<file path="src/rtl/scsr_defs.svh">
// Offsets, field positions, reset values and timing counts of the SCSI core status registers.
`ifndef SCSR_DEFS_SVH
`define SCSR_DEFS_SVH
`define SCSR_OFS_FBR       8'h08
`define SCSR_OFS_OCL       8'h09
`define SCSR_OFS_SID       8'h0a
`define SCSR_OFS_BCL       8'h0b
`define SCSR_OFS_DST       8'h0c
`define SCSR_RST_FBR       8'h00
`define SCSR_RST_OCL       8'h00
`define SCSR_RST_SID       8'h00
`define SCSR_RST_DST       8'h80
`define SCSR_DST_DFE       7
`define SCSR_DST_MASTER_DATA_PARITY_ERROR      6
`define SCSR_DST_BF        5
`define SCSR_DST_ABORTED      4
`define SCSR_DST_SSI       3
`define SCSR_DST_SIR       2
`define SCSR_DST_IID       0
`define SCSR_DST_IRQ_MASK  8'h7d
`define SCSR_SID_VAL       7
`define SCSR_DBC_RSVD      22
`define SCSR_DBC_CARRY     21
`define SCSR_DBC_CMP_DATA  18
`define SCSR_DBC_CMP_PHASE 17
`define SCSR_DBC_WAIT_VAL  16
`define SCSR_COMMAND_BYTE_LS_MUST  5
`define SCSR_COMMAND_BYTE_LS_BAD3  3
`define SCSR_COMMAND_BYTE_LS_BAD2  2
`define SCSR_LS_CNT_MIN    24'h000001
`define SCSR_LS_CNT_MAX    24'h000004
`define SCSR_MM_RSVD_MASK  8'h00
`define SCSR_CLK_PERIOD_NS 40
`define SCSR_READ_GAP_CLK  12
`endif

</file>
<file path="src/rtl/scsr_pkg.sv">
// Types shared by the SCSI core status register files.
package scsr_pkg;
  typedef enum logic [2:0] {
    SCSR_IK_BLOCK_MOVE = 3'h0,
    SCSR_IK_IO         = 3'h1,
    SCSR_IK_RW         = 3'h3,
    SCSR_IK_TCTL       = 3'h2,
    SCSR_IK_MEM_MOVE   = 3'h6,
    SCSR_IK_LOAD_STORE = 3'h7,
    SCSR_IK_RESERVED   = 3'h5
  } scsr_inst_kind_t;
endpackage : scsr_pkg

</file>
<file path="src/rtl/scsr_line_if.sv">
// Carrier for the SCSI control line sample between the register bank and its synchroniser.
interface scsr_line_if #(
  parameter int W = 8
);
  logic [W-1:0] raw;
  logic [W-1:0] synced;
  modport sync_mp (input raw, output synced);
  modport user_mp (output raw, input synced);
endinterface : scsr_line_if

</file>
<file path="src/rtl/scsr_sync.sv">
// Multi-stage synchroniser for the live SCSI control lines.
module scsr_sync #(
  parameter int W      = 8,
  parameter int STAGES = 2
) (
  input  wire logic    mclk,
  input  wire logic    srst,
  scsr_line_if.sync_mp lines
);
  typedef struct packed {
    logic [STAGES-1:0][W-1:0] stage;
  } scsr_sync_state_t;

  scsr_sync_state_t st_r;
  scsr_sync_state_t st_nxt;

  if (STAGES < 2) begin : g_bad_stages
    $error("scsr_sync needs at least two stages");
  end

  // Each stage reads only the one before it, so the first flop never feeds logic.
  always_comb begin
    st_nxt = st_r;
    st_nxt.stage[0] = lines.raw;
    for (int i = 1; i < STAGES; i++) begin
      st_nxt.stage[i] = st_r.stage[i-1];
    end
  end

  always_ff @(posedge mclk) begin
    if (srst) begin
      st_r <= '0;
    end else begin
      st_r <= st_nxt;
    end
  end

  assign lines.synced = st_r.stage[STAGES-1];
endmodule : scsr_sync

</file>
<file path="src/rtl/scsr_regs.sv">
// Byte-wide SCSI core status register bank with first-byte capture and DMA status.
`include "scsr_defs.svh"

// Summary of operation
// - Capture first byte of each asynchronous input phase.
// - Every input block move reloads the first byte, unless the engine writes it in that cycle.
// - First byte register is the engine accumulator.
// - Host writes never load the first byte.
// - Selection with compat clear copies low data.
// - Latch bits drive control lines, reset zero.
// - Valid bit shows two IDs were seen.
// - Low nibble holds selecting device's encoded ID.
// - Bus control lines read live, latch order.
// - Live lines are synchronised before read data.
// - Status read clears set bits except FIFO empty and stacked repeats, and pending.
// - Each status cause masked by enable register.
// - FIFO empty bit resets one, never interrupts.
// - Parity error bit gated by check enable.
// - Bus fault only as master, bad end.
// - Software abort request sets the aborted bit.
// - Single step sets bit after each instruction.
// - True interrupt instruction sets its bit.
// - Reserved opcodes and bad moves flag illegal.
// - Bad load, store or memory move flag illegal.
module scsr_regs #(
  parameter int         CTL_W       = 8,
  parameter int         SYNC_STAGES = 2,
  parameter logic [7:0] MM_RSVD     = `SCSR_MM_RSVD_MASK
) (
  input  wire logic                     mclk,
  input  wire logic                     srst,
  input  wire logic [7:0]               host_addr,
  input  wire logic                     host_wr,
  input  wire logic                     host_rd,
  input  wire logic [7:0]               host_wdata,
  output logic [7:0]                    host_rdata,
  input  wire logic                     eng_wr,
  input  wire logic [7:0]               eng_addr,
  input  wire logic [7:0]               eng_wdata,
  output logic [7:0]                    fbr_value,
  input  wire logic                     rx_first_stb,
  input  wire logic [7:0]               rx_byte,
  input  wire logic                     sel_phase,
  input  wire logic                     sel_compat,
  input  wire logic [7:0]               scsi_data_lo,
  input  wire logic                     sel_done,
  input  wire logic                     sel_two_ids,
  input  wire logic [3:0]               sel_enc_id,
  input  wire logic [CTL_W-1:0]         ctl_lines_in,
  output logic [CTL_W-1:0]              ctl_out,
  input  wire logic                     fifo_empty,
  input  wire logic                     master_parity_chk_en,
  input  wire logic                     master_active,
  input  wire logic                     data_parity_err,
  input  wire logic                     target_parity_err,
  input  wire logic                     cycle_end,
  input  wire logic                     bad_address,
  input  wire logic                     target_abort,
  input  wire logic                     abort_cmd,
  input  wire logic                     single_step_en,
  input  wire logic                     inst_done,
  input  wire logic                     int_true,
  input  wire logic                     inst_check,
  input  scsr_pkg::scsr_inst_kind_t     inst_kind,
  input  wire logic [7:0]               command_byte,
  input  wire logic [23:0]              byte_counter,
  input  wire logic                     target_mode,
  input  wire logic                     wait_disc_req,
  input  wire logic                     ls_ops_reg,
  input  wire logic                     ls_misaligned,
  input  wire logic                     ls_cross_dword,
  input  wire logic                     mm_unaligned,
  input  wire logic [7:0]               dma_int_enable,
  output logic                          dma_int_pending
);
  import scsr_pkg::*;

  typedef struct packed {
    logic [7:0]       fbr;
    logic [CTL_W-1:0] ocl;
    logic [7:0]       sid;
    logic [7:0]       dst;
    logic [7:0]       stk;
    logic [7:0]       rdata;
    logic             dma_interrupt_pending;
  } scsr_regs_state_t;

  localparam scsr_regs_state_t ST_RST = '{
    fbr:   `SCSR_RST_FBR,
    ocl:   `SCSR_RST_OCL,
    sid:   `SCSR_RST_SID,
    dst:   `SCSR_RST_DST,
    stk:   8'h00,
    rdata: 8'h00,
    dma_interrupt_pending:   1'b0
  };

  scsr_regs_state_t st_r;
  scsr_regs_state_t st_nxt;
  logic [7:0]       ev;
  logic             iid_ev;
  logic             dst_rd;
  logic             sel_copy;
  logic [CTL_W-1:0] bcl_sync;

  if (CTL_W != 8) begin : g_bad_width
    $error("scsr_regs serves exactly eight control lines");
  end

  scsr_line_if #(.W(CTL_W)) u_lif ();

  assign u_lif.raw = ctl_lines_in;
  assign bcl_sync  = u_lif.synced;

  scsr_sync #(
    .W      (CTL_W),
    .STAGES (SYNC_STAGES)
  ) u_sync (
    .mclk  (mclk),
    .srst  (srst),
    .lines (u_lif)
  );

  // Illegal instruction decode; the engine samples these fields on inst_check.
  always_comb begin
    iid_ev = 1'b0;
    if (inst_check) begin
      case (inst_kind)
        SCSR_IK_RESERVED: begin
          iid_ev = 1'b1;
        end
        SCSR_IK_BLOCK_MOVE: begin
          iid_ev = (byte_counter == 24'h000000);
        end
        SCSR_IK_TCTL: begin
          iid_ev = byte_counter[`SCSR_DBC_RSVD]
                 | (target_mode & byte_counter[`SCSR_DBC_CMP_DATA]
                    & byte_counter[`SCSR_DBC_CMP_PHASE])
                 | (target_mode & byte_counter[`SCSR_DBC_WAIT_VAL])
                 | (byte_counter[`SCSR_DBC_CARRY]
                    & (byte_counter[`SCSR_DBC_CMP_DATA] | byte_counter[`SCSR_DBC_CMP_PHASE]));
        end
        SCSR_IK_LOAD_STORE: begin
          iid_ev = ls_ops_reg | ls_misaligned | ls_cross_dword
                 | ~command_byte[`SCSR_COMMAND_BYTE_LS_MUST]
                 | command_byte[`SCSR_COMMAND_BYTE_LS_BAD3] | command_byte[`SCSR_COMMAND_BYTE_LS_BAD2]
                 | (byte_counter < `SCSR_LS_CNT_MIN) | (byte_counter > `SCSR_LS_CNT_MAX);
        end
        SCSR_IK_MEM_MOVE: begin
          iid_ev = ((command_byte & MM_RSVD) != 8'h00) | mm_unaligned;
        end
        default: begin
          iid_ev = 1'b0;
        end
      endcase
    end
    if (wait_disc_req) begin
      iid_ev = 1'b1;
    end
  end

  always_comb begin
    ev = 8'h00;
    ev[`SCSR_DST_MASTER_DATA_PARITY_ERROR] = master_parity_chk_en & master_active
                       & (data_parity_err | target_parity_err);
    ev[`SCSR_DST_BF]   = master_active & cycle_end & (bad_address | target_abort);
    ev[`SCSR_DST_ABORTED] = abort_cmd;
    ev[`SCSR_DST_SSI]  = single_step_en & inst_done;
    ev[`SCSR_DST_SIR]  = int_true;
    ev[`SCSR_DST_IID]  = iid_ev;
  end

  assign dst_rd   = host_rd && (host_addr == `SCSR_OFS_DST);
  assign sel_copy = sel_phase && !sel_compat;

  always_comb begin
    st_nxt = st_r;
    // Lowest to highest priority: selection copy, received byte, engine write.
    if (sel_copy) begin
      st_nxt.fbr = scsi_data_lo;
    end
    if (rx_first_stb) begin
      st_nxt.fbr = rx_byte;
    end
    if (eng_wr && eng_addr == `SCSR_OFS_FBR) begin
      st_nxt.fbr = eng_wdata;
    end
    // Host writes reach only the output latch; the other offsets drop them.
    if (host_wr && host_addr == `SCSR_OFS_OCL) begin
      st_nxt.ocl = host_wdata;
    end
    if (eng_wr && eng_addr == `SCSR_OFS_OCL) begin
      st_nxt.ocl = eng_wdata;
    end
    if (sel_done) begin
      st_nxt.sid = {sel_two_ids, 3'h0, sel_enc_id};
    end
    // A cause that repeats while its bit is still set is stacked, so a read
    // cannot swallow it; a cause in the read cycle itself lands after the clear.
    if (dst_rd) begin
      st_nxt.dst = st_r.stk | ev;
      st_nxt.stk = 8'h00;
    end else begin
      st_nxt.dst = st_r.dst | ev;
      st_nxt.stk = st_r.stk | (ev & st_r.dst);
    end
    st_nxt.dst[`SCSR_DST_DFE] = fifo_empty;
    st_nxt.dst[1] = 1'b0;
    st_nxt.dma_interrupt_pending = |(st_nxt.dst & dma_int_enable & `SCSR_DST_IRQ_MASK);
    if (host_rd) begin
      if (host_addr == `SCSR_OFS_FBR) begin
        st_nxt.rdata = st_r.fbr;
      end else if (host_addr == `SCSR_OFS_OCL) begin
        st_nxt.rdata = st_r.ocl;
      end else if (host_addr == `SCSR_OFS_SID) begin
        st_nxt.rdata = st_r.sid;
      end else if (host_addr == `SCSR_OFS_BCL) begin
        st_nxt.rdata = bcl_sync;
      end else if (host_addr == `SCSR_OFS_DST) begin
        st_nxt.rdata = st_r.dst;
      end else begin
        st_nxt.rdata = 8'h00;
      end
    end
  end

  always_ff @(posedge mclk) begin
    if (srst) begin
      st_r <= ST_RST;
    end else begin
      st_r <= st_nxt;
    end
  end

  assign host_rdata      = st_r.rdata;
  assign fbr_value       = st_r.fbr;
  assign ctl_out         = st_r.ocl;
  assign dma_int_pending = st_r.dma_interrupt_pending;
endmodule : scsr_regs

</file>
<file path="config.mk">
export PLATFORM = sky130hd
export DESIGN_NAME = scsr_regs
export DESIGN_NICKNAME = d
export VERILOG_FILES = /design/src/rtl/scsr_pkg.sv /design/src/rtl/scsr_line_if.sv /design/src/rtl/scsr_sync.sv /design/src/rtl/scsr_regs.sv
export VERILOG_INCLUDE_DIRS = /design/src /design/src/rtl
export SDC_FILE = /design/constraint.sdc
export NUM_CORES = 1
export LEC_CHECK = 0
export BUFFER_PORTS_ARGS = -buffer_cell sky130_fd_sc_hd__clkbuf_2
export CELL_PAD_IN_SITES_DETAIL_PLACEMENT = 0
export CELL_PAD_IN_SITES_GLOBAL_PLACEMENT = 1
export CORE_ASPECT_RATIO = 1.1
export CORE_MARGIN = 2
export CORE_UTILIZATION = 30
export CTS_BUF_LIST = sky130_fd_sc_hd__clkbuf_4 sky130_fd_sc_hd__clkbuf_8
export DETAILED_ROUTE_END_ITERATION = 6
export HOLD_SLACK_MARGIN = 0.02
export PLACE_DENSITY = 0.82
export SYNTH_ARGS = -nofsm -noshare
export SYNTH_HDL_FRONTEND = slang
export SYNTH_SLANG_ARGS = --single-unit
</file>
<file path="constraint.sdc">
create_clock -name mclk -period 3.9 [get_ports mclk]
set_clock_uncertainty 0.15 [all_clocks]
set_input_delay 0.39 -clock mclk [delete_from_list [all_inputs] [get_ports mclk]]
set_output_delay 0.39 -clock mclk [all_outputs]
set_load 0.005 [all_outputs]
</file>
After elaboration in Yosys (flattened, before gate mapping)

Cells that the tools add are included.

Flip-flop bits (word level): 62
Latch bits: 0
Bits in writable memories: 0
Memory bits (read-only): 0
Input bits: 132
Output and inout bits: 25
Word-level logic and storage cells: 77
Memories kept: 0

Add/sub/neg operators: 0
$mul: 0
Div/mod/pow operators: 0
Magnitude comparators: 2
Equal/unequal tests: 11
Shift operators: 0
Muxes and demuxes: 14
Bitwise operators: 28
Reductions and logical operators: 12

Operators by type and width:

| cell                                                                  | count |
|---|---|
| 8-bit two-way mux                                                     | 10 |
| 8-bit by 4-bit == test with 1-bit output, second input constant       | 7 |
| 24-bit by 3-bit > comparator with 1-bit output, second input constant | 1 |
| 24-bit zero test                                                      | 1 |
| 24-bit by 1-bit < comparator with 1-bit output, second input constant | 1 |
| 15-bit two-way mux                                                    | 1 |
| 7-bit OR                                                              | 2 |
| 1-bit OR                                                              | 13 |
| 1-bit bitwise AND                                                     | 9 |
| 3-bit == test, second input constant                                  | 3 |
| 7-bit by 8-bit bitwise AND with 8-bit output                          | 1 |
| 8-bit OR                                                              | 1 |
| 7-bit bitwise AND                                                     | 1 |
| 6-bit OR reduction                                                    | 1 |
| 1-bit logical AND                                                     | 5 |
| 1-bit one-hot mux with 5 select lines                                 | 1 |
| 3-bit by 2-bit == test with 1-bit output, second input constant       | 1 |
| 3-bit zero test                                                       | 1 |
| 3-bit nonzero test                                                    | 1 |
| 1-bit two-way mux                                                     | 2 |
| 2-bit nonzero test                                                    | 1 |
| 2-bit OR reduction                                                    | 1 |
| 1-bit zero test                                                       | 1 |
| 1-bit inverter                                                        | 1 |

Depth between registers and ports, before layout

Gate-level depths: netlist of run 1.

Depth in word-level cells: 15
Mapped depth: 8
Mapped depth without buffers: 6

Cells and area by module

Synthesis of run 1 repeated with hierarchy kept, for this count alone.

Cell total of the unflattened synthesis: 330
Area, all modules: 3061.7 µm²

By module, submodules not included:

| module    | times used | cells each | area an instance (µm²) | seq. area each (µm²) |
|---|---|---|---|---|
| scsr_regs | 1          | 297        | 2597.5                 | 860.8 |
| scsr_sync | 1          | 33         | 464.2                  | 320.3 |

Least setup slack after synthesis of run 1

OpenSTA, ideal clock, no wires.

Path kind: input to register
Start: input host_addr[4]
End: register st_r (netlist bit dma_int_pending)
Setup time: 0.139 ns
Arrival: 2.034 ns
Data required time: 3.611 ns
Path slack: 1.577 ns
Stages on the path: 6
Path buffers: 0
Cell sequence: or4b_4 > nor3_4 > nor2b_1 > a211o_1 > a222oi_1 > a41oi_1

Word-level cells in the longest chain between the ends: 5

RTL lines:

| element                                                   | RTL line         | RTL |
|---|---|---|
| start: declaration                                        | scsr_regs.sv:32  | `input wire logic [7:0] host_addr,` |
| 8-bit by 4-bit == test with 1-bit output (no source line) | -                |  |
| 1-bit logical AND                                         | scsr_regs.sv:173 | `` assign dst_rd = host_rd && (host_addr == `SCSR_OFS_DST); `` |
| 15-bit two-way mux                                        | scsr_regs.sv:200 | `if (dst_rd) begin` |
| 7-bit bitwise AND                                         | scsr_regs.sv:209 | `` st_nxt.dma_interrupt_pending = \|(st_nxt.dst & dma_int_enable & `SCSR_DST_IRQ_MASK); `` |
| 6-bit OR reduction                                        | scsr_regs.sv:209 |  |
| end signal: assignment                                    | scsr_regs.sv:231 | `st_r <= st_nxt;` |
| end: declaration                                          | scsr_regs.sv:98  | `scsr_regs_state_t st_r;` |

No other way between the ends.
A chain may end at the register's enable or synchronous reset.

Final worst setup path of run 1

Same ends and word-level chain as after synthesis.

==> reports/results.ini, run 1 <==
[status]
status = complete, no violations

[routing]
wirelength_um = 8090
wire_per_inst_um = 13.6
drt_iter0_drc = 146
ant_nets = 0
firstDrtPassIters = 4
via_per_inst = 4.80
drc_errors = 0
via_count = 2861

[clocking]
numClockSinks = 59
cts_tree = yes
cts_buffer_depth = 2
post_cts_buffers = 0
clk_latency_ns = 0.33
clockRootBuffer = clkbuf_8
clk_pin_slew_worst_paths_ns = 0.06
cts_hold_buffers = 0
ctsResizeCount = 0
htree_levels = 3
numCtsBuffers = 9

[synth]
syn_area_per_cell_um2 = 8.47
synth-seq-cells = 59
yosys_warnings = 0
synth-xor-area-share = 0
ys_seq_area_frac = 0.396
synth_flop_cell = dfxtp_1
synth-compound-area-share = 0.148
syn_nets = 484
synth_top_family_by_area = simple AND/OR/NAND/NOR gates
synthArstFlopShare = 0
synth_area_um2 = 2980
synth_edf_count = 0
synth_cell_types = 44
yosys.area_share.simple = 0.251
yosys.area_share.adder = 0
synthesis.instances = 352
muxShareOfSynthArea = 0.115

[die]
num_io_pins = 157
rows = 38
start_util = 0.305
coreArea_um2 = 9790
die-width_um = 99.1
fp.dieH_um = 109
dieArea_um2 = 10800

[sta]
finalHoldViolCount = 0
period_share = 0.614
tightest_slew_ns = 0.921
min_period_ns = 2.40
clock.fmax_mhz = 417
slew_headroom = 0.384
rsz0062_at_grt = no
setup-tns-final_ns = 0
fin_hold_ws_ns = 0.119
slew_violations = 0
setup_viol = 0

[setup_path]
cp-start-kind = input pin
path_buf_inv = 1
path_class = input pin to flip-flop
cp.arrival_ns = 2.44
endpoint_kind = flip-flop
cp_slowest_cell = or4b_4
cp_top_family = simple AND/OR/NAND/NOR gates
path_cells = clkbuf_2, or4b_4, nor3_4, nor2b_1, a211o_1, a222oi_1, a41oi_1
cpPeakStageDelay_ns = 0.58
worstPathRequired_ns = 3.95
critPathMaxFanout = 15

[grt]
grt_max_degree = 41
grt_use_total = 0.150
grt_pass1_wl_um = 12500
antenna_found_initial = 0
grt-ovfl-total = 0
grt_pass1_vias = 2723

[worst_hold_path]
min_path_type = input pin to flip-flop

[placement]
port-buffer-count = 149
placedCellCount = 580
dp.final_hpwl_um = 6620
place_congestion = 0.804

[cells_and_area]
final_layout_size_suffix_gt1_frac = 0.366
stdcell_count = 596
nNetsFinal = 603
n_antenna_cell = 0
area_growth_pct = 28.9
fillers = 1025

[power]
leakagePower_nw = 1.72
p_per_area_nw_per_um2 = 362
ir_drop_uv = 150

[job]
cap_violations = 0

## state kept, by name, summed over array words and instances, names as in the netlist
signal               flops
ctl_out                  8
dma_int_pending          1
fbr_value                8
host_rdata               8
st_r                    18
u_sync.lines.synced      8
u_sync.st_nxt            8
## area by class of cell
| class | instances | area, µm² | share of cell area |
|---|---|---|---|
| Clock inverter | 4 | 48.8 | 0.0127 |
| Timing Repair Buffer | 150 | 753 | 0.196 |
| Inverter | 5 | 18.8 | 0.00488 |
| Sequential cell | 59 | 1180 | 0.307 |
| Tap cell | 120 | 150 | 0.0391 |
| Multi-Input combinational cell | 246 | 1530 | 0.399 |
| Clock buffer | 12 | 159 | 0.0413 |
## worst reg2reg max path, delay by kind of cell (launching register included)
kind | cells | cell delay [ns]
AOI/OAI and AO/OA | 3 | 0.76
DFF | 1 | 0.34
and+or+nand+nor | 1 | 0.14
## per-layer routing
metal  vias to the layer above  part of all wire  wire length (µm)  GRT usage
met5                         -                 0                 0          0
met4                         0             0.017               136     0.0626
met3                        12             0.081               656     0.0446
met2                       103              0.51              4100      0.263
met1                      1286              0.40              3200      0.170
li1                       1460                 -                 -          -
## metrics by stage
step / util / worst slack, ns / power [W] / area, µm²
after global routing: 0.392 / 1.38 / 0.00147 / 3840
after CTS: 0.392 / 1.49 / 0.00141 / 3840
after global placement: 0.371 / 1.17 / 0.000839 / 3640
after floorplan: - / 1.58 / 0.000753 / 2980
after detailed placement: 0.371 / 1.13 / 0.000843 / 3640
final: 0.392 / 1.50 / 0.00139 / 3840
## path summary, 6_finish.rpt
path                                     start                           endpoint  slack, ns  cells after the start
setup / recovery                  host_addr[4]         dma_int_pending$_SDFF_PP0_       1.50                      7
hold / removal                      fifo_empty                st_r[24]$_SDFF_PP1_       0.12                      2
setup reg to reg           st_r[19]$_SDFF_PP0_         dma_int_pending$_SDFF_PP0_       2.37                      4
hold reg to reg   u_sync.st_nxt[15]$_SDFF_PP0_  u_sync.lines.synced[7]$_SDFF_PP0_       0.30                      1
## placed cells by master, fill, tap and decap left out, types with 2 or more instances in the layout
cell type  count
nor2b_1       22
nand4_1        6
inv_1          4
clkbuf_8      11
nor4b_1        2
a31oi_1        2
and3_1         2
nor4_1         5
nand2b_1      13
nor2_1        46
a32oi_1        4
a211o_1        2
nand2_1       22
o21ai_0       21
nor3_1         9
clkinv_2       2
a211oi_1       5
mux2i_1       31
a21oi_1       33
clkbuf_2     149
dfxtp_1       59
## cell usage after synthesis (2+ instances only)
cell type  instances  area, µm²
a211o_1            2       17.5
a211oi_1           5       37.5
a21oi_1           33        165
a31oi_1            2       12.5
a32oi_1            4       35.0
and3_1             2       12.5
buf_2              2       10.0
buf_4             24        180
clkbuf_1          15       56.3
dfxtp_1           59       1180
inv_1              4       15.0
mux2i_1           31        310
nand2_1           22       82.6
nand2b_1          13       81.3
nand4_1            6       37.5
nor2_1            46        173
nor2b_1           22        138
nor3_1             9       45.0
nor4_1             5       31.3
nor4b_1            2       17.5
o21ai_0           21        105
## power breakdown
part	total, W	switching, W	leakage (nW)	internal (W)
logic	0.000182	0.0000884	1.12	0.0000941
registers	0.000646	0.0000155	0.485	0.000630
clock network	0.000563	0.000228	0.110	0.000336
total	0.00139	0.000331	1.72	0.00106
## kinds of logic (layout without fill, tap and decap cells)
kind of cell           count (synthesis)  count (layout)
buffers and inverters                 47             171
AOI/OAI and AO/OA                     75              75
and+or+nand+nor                      138             138
muxes                                 33              33
DFF                                   59              59
Power figures use the tool's default switching activity.
==> run 2: changes to the inputs <==
- CORE_UTILIZATION: 30 -> 29
- clock period: 3.9 -> 2.1 ns (I/O delays scaled with it)
==> run 2 against run 1 <==
  * Combinational power is 120% higher
  * Core utilization up 3.2 points
  * Final cell count rose by 6.5%
  * Via count increased by 4.7%
  * Worst hold slack worse by 0.087 ns
  * Non-clock buffer count grew 39
  * Sequential share of layout area decreased by 2.7 points
  * Sequential power rose by 86%
  * Power rose by 90%
  * Largest cell class unchanged
==> reports/results.ini, run 2 (synthesis results as in run 1) <==
[sta]
tightest_slew_ns = 0.489
clock.fmax_mhz = 510
rsz0062_at_grt = no
period_share = 0.934
min_period_ns = 1.96
fin_ws_ns = 0.138
setup-tns-final_ns = 0
finalHoldViolCount = 0
fin_hold_ws_ns = 0.0321
slew_violations = 0
slew_headroom = 0.666
setup_viol = 0

[placement]
placed_cell_area_um2 = 3770
port-buffer-count = 149
dp_slack_ns = -0.217
place_congestion = 0.828
dp.final_hpwl_um = 6880

[status]
status = complete, no violations

[power]
p_per_area_nw_per_um2 = 628
ir_drop_uv = 294
leakagePower_nw = 1.88

[worst_hold_path]
min_path_type = input pin to flip-flop

[grt]
grt_use_total = 0.156
grt_pass1_wl_um = 13500
grt_pass1_vias = 2946
antenna_found_initial = 0
grt_max_degree = 48
grt-ovfl-total = 0

[clocking]
cts_buffer_depth = 2
numClockSinks = 59
htree_levels = 3
numCtsBuffers = 9
clk_pin_slew_worst_paths_ns = 0.06
post_cts_buffers = 0
cts_tree = yes
clockRootBuffer = clkbuf_8
clk_latency_ns = 0.34

[die]
start_util = 0.300
coreArea_um2 = 9940
fp.dieH_um = 110
num_io_pins = 157
die-width_um = 101
rows = 38
dieArea_um2 = 11100

[cells_and_area]
largest_register = st_r
area_growth_pct = 41.5
largest_reg_flops = 18
fin_util = 0.425
nNetsFinal = 642
final_layout_size_suffix_gt1_frac = 0.367
final_common_cell = clkbuf_2
fin_area_um2 = 4220
layout_common_cells = clkbuf_2 (149), dfxtp_1 (59), nor2_1 (46)
fillers = 997
n_antenna_cell = 0

[setup_path]
cp.arrival_ns = 2.01
cpPeakStageDelay_ns = 0.56
cp-start-kind = input pin
critPathMaxFanout = 6
cp_slowest_cell = or4b_4
path_cells = clkbuf_2, or4b_4, nor3_4, nor2b_1, a211o_1, a222oi_1, a41oi_1
endpoint_kind = flip-flop
path_class = input pin to flip-flop
worstPathRequired_ns = 2.14

[job]
cap_violations = 0

[routing]
via_per_inst = 4.72
drc_errors = 0
drt_iter0_drc = 104
wirelength_um = 8650
ant_nets = 0
via_count = 2996
wire_per_inst_um = 13.6
firstDrtPassIters = 4

## run 2: changes by cell type in the layout (fill, tap and decap cells not counted), sizes merged
cell,change
clkinv,-3
inv,+1
clkinvlp,+3
dlygate4sd3,+24
buf,+15
clkbuf,-1
## run 2: path summary, 6_finish.rpt
path | start | endpoint | slack (ns) | cells after the start
setup / recovery | host_addr[6] | dma_int_pending$_SDFF_PP0_ | 0.14 | 7
hold / removal | dma_int_enable[4] | dma_int_pending$_SDFF_PP0_ | 0.03 | 3
setup reg to reg | st_r[19]$_SDFF_PP0_ | dma_int_pending$_SDFF_PP0_ | 0.63 | 4
hold reg to reg | u_sync.st_nxt[11]$_SDFF_PP0_ | u_sync.lines.synced[3]$_SDFF_PP0_ | 0.29 | 1
## run 2: power breakdown
group          internal (W)  switching [W]
Clock              0.000597       0.000459
Sequential          0.00117      0.0000303
Combinational      0.000218       0.000176
## run 2: layer usage
layer	global-route usage	routed length, µm
met1	0.177	3650
met2	0.281	4310
met3	0.0397	566
met4	0.0597	124
met5	0	0
## run 2: critical path: cells and delay by family
kind                   cells  cell delay (ns)
AO/OA/AOI/OAI              3             0.71
buffers and inverters      1             0.08
AND/OR/NAND/NOR            3             0.99
## run 2: metrics by stage
step	total power [W]	std cells
after detailed placement	0.00159	595
after global placement	0.00158	595
after CTS	0.00268	635
final	0.00265	635
after floorplan	0.00140	352
after global routing	0.00278	635
## run 2: timing repair
item                                    4_1_cts  5_1_grt
endpoints found under the setup margin        0        0
hold buffers                                 24        0
gates resized for setup                       0        0
endpoints found under the hold margin        31        0
## run 2: area by class of cell
class / count / area [µm²] / share of cell area
Multi-Input combinational cell: 246 / 1530 / 0.363
Sequential cell: 59 / 1180 / 0.280
Timing Repair Buffer: 189 / 1130 / 0.268
Tap cell: 120 / 150 / 0.0356
Clock buffer: 11 / 145 / 0.0344
Clock inverter: 5 / 61.3 / 0.0145
Inverter: 5 / 18.8 / 0.00445
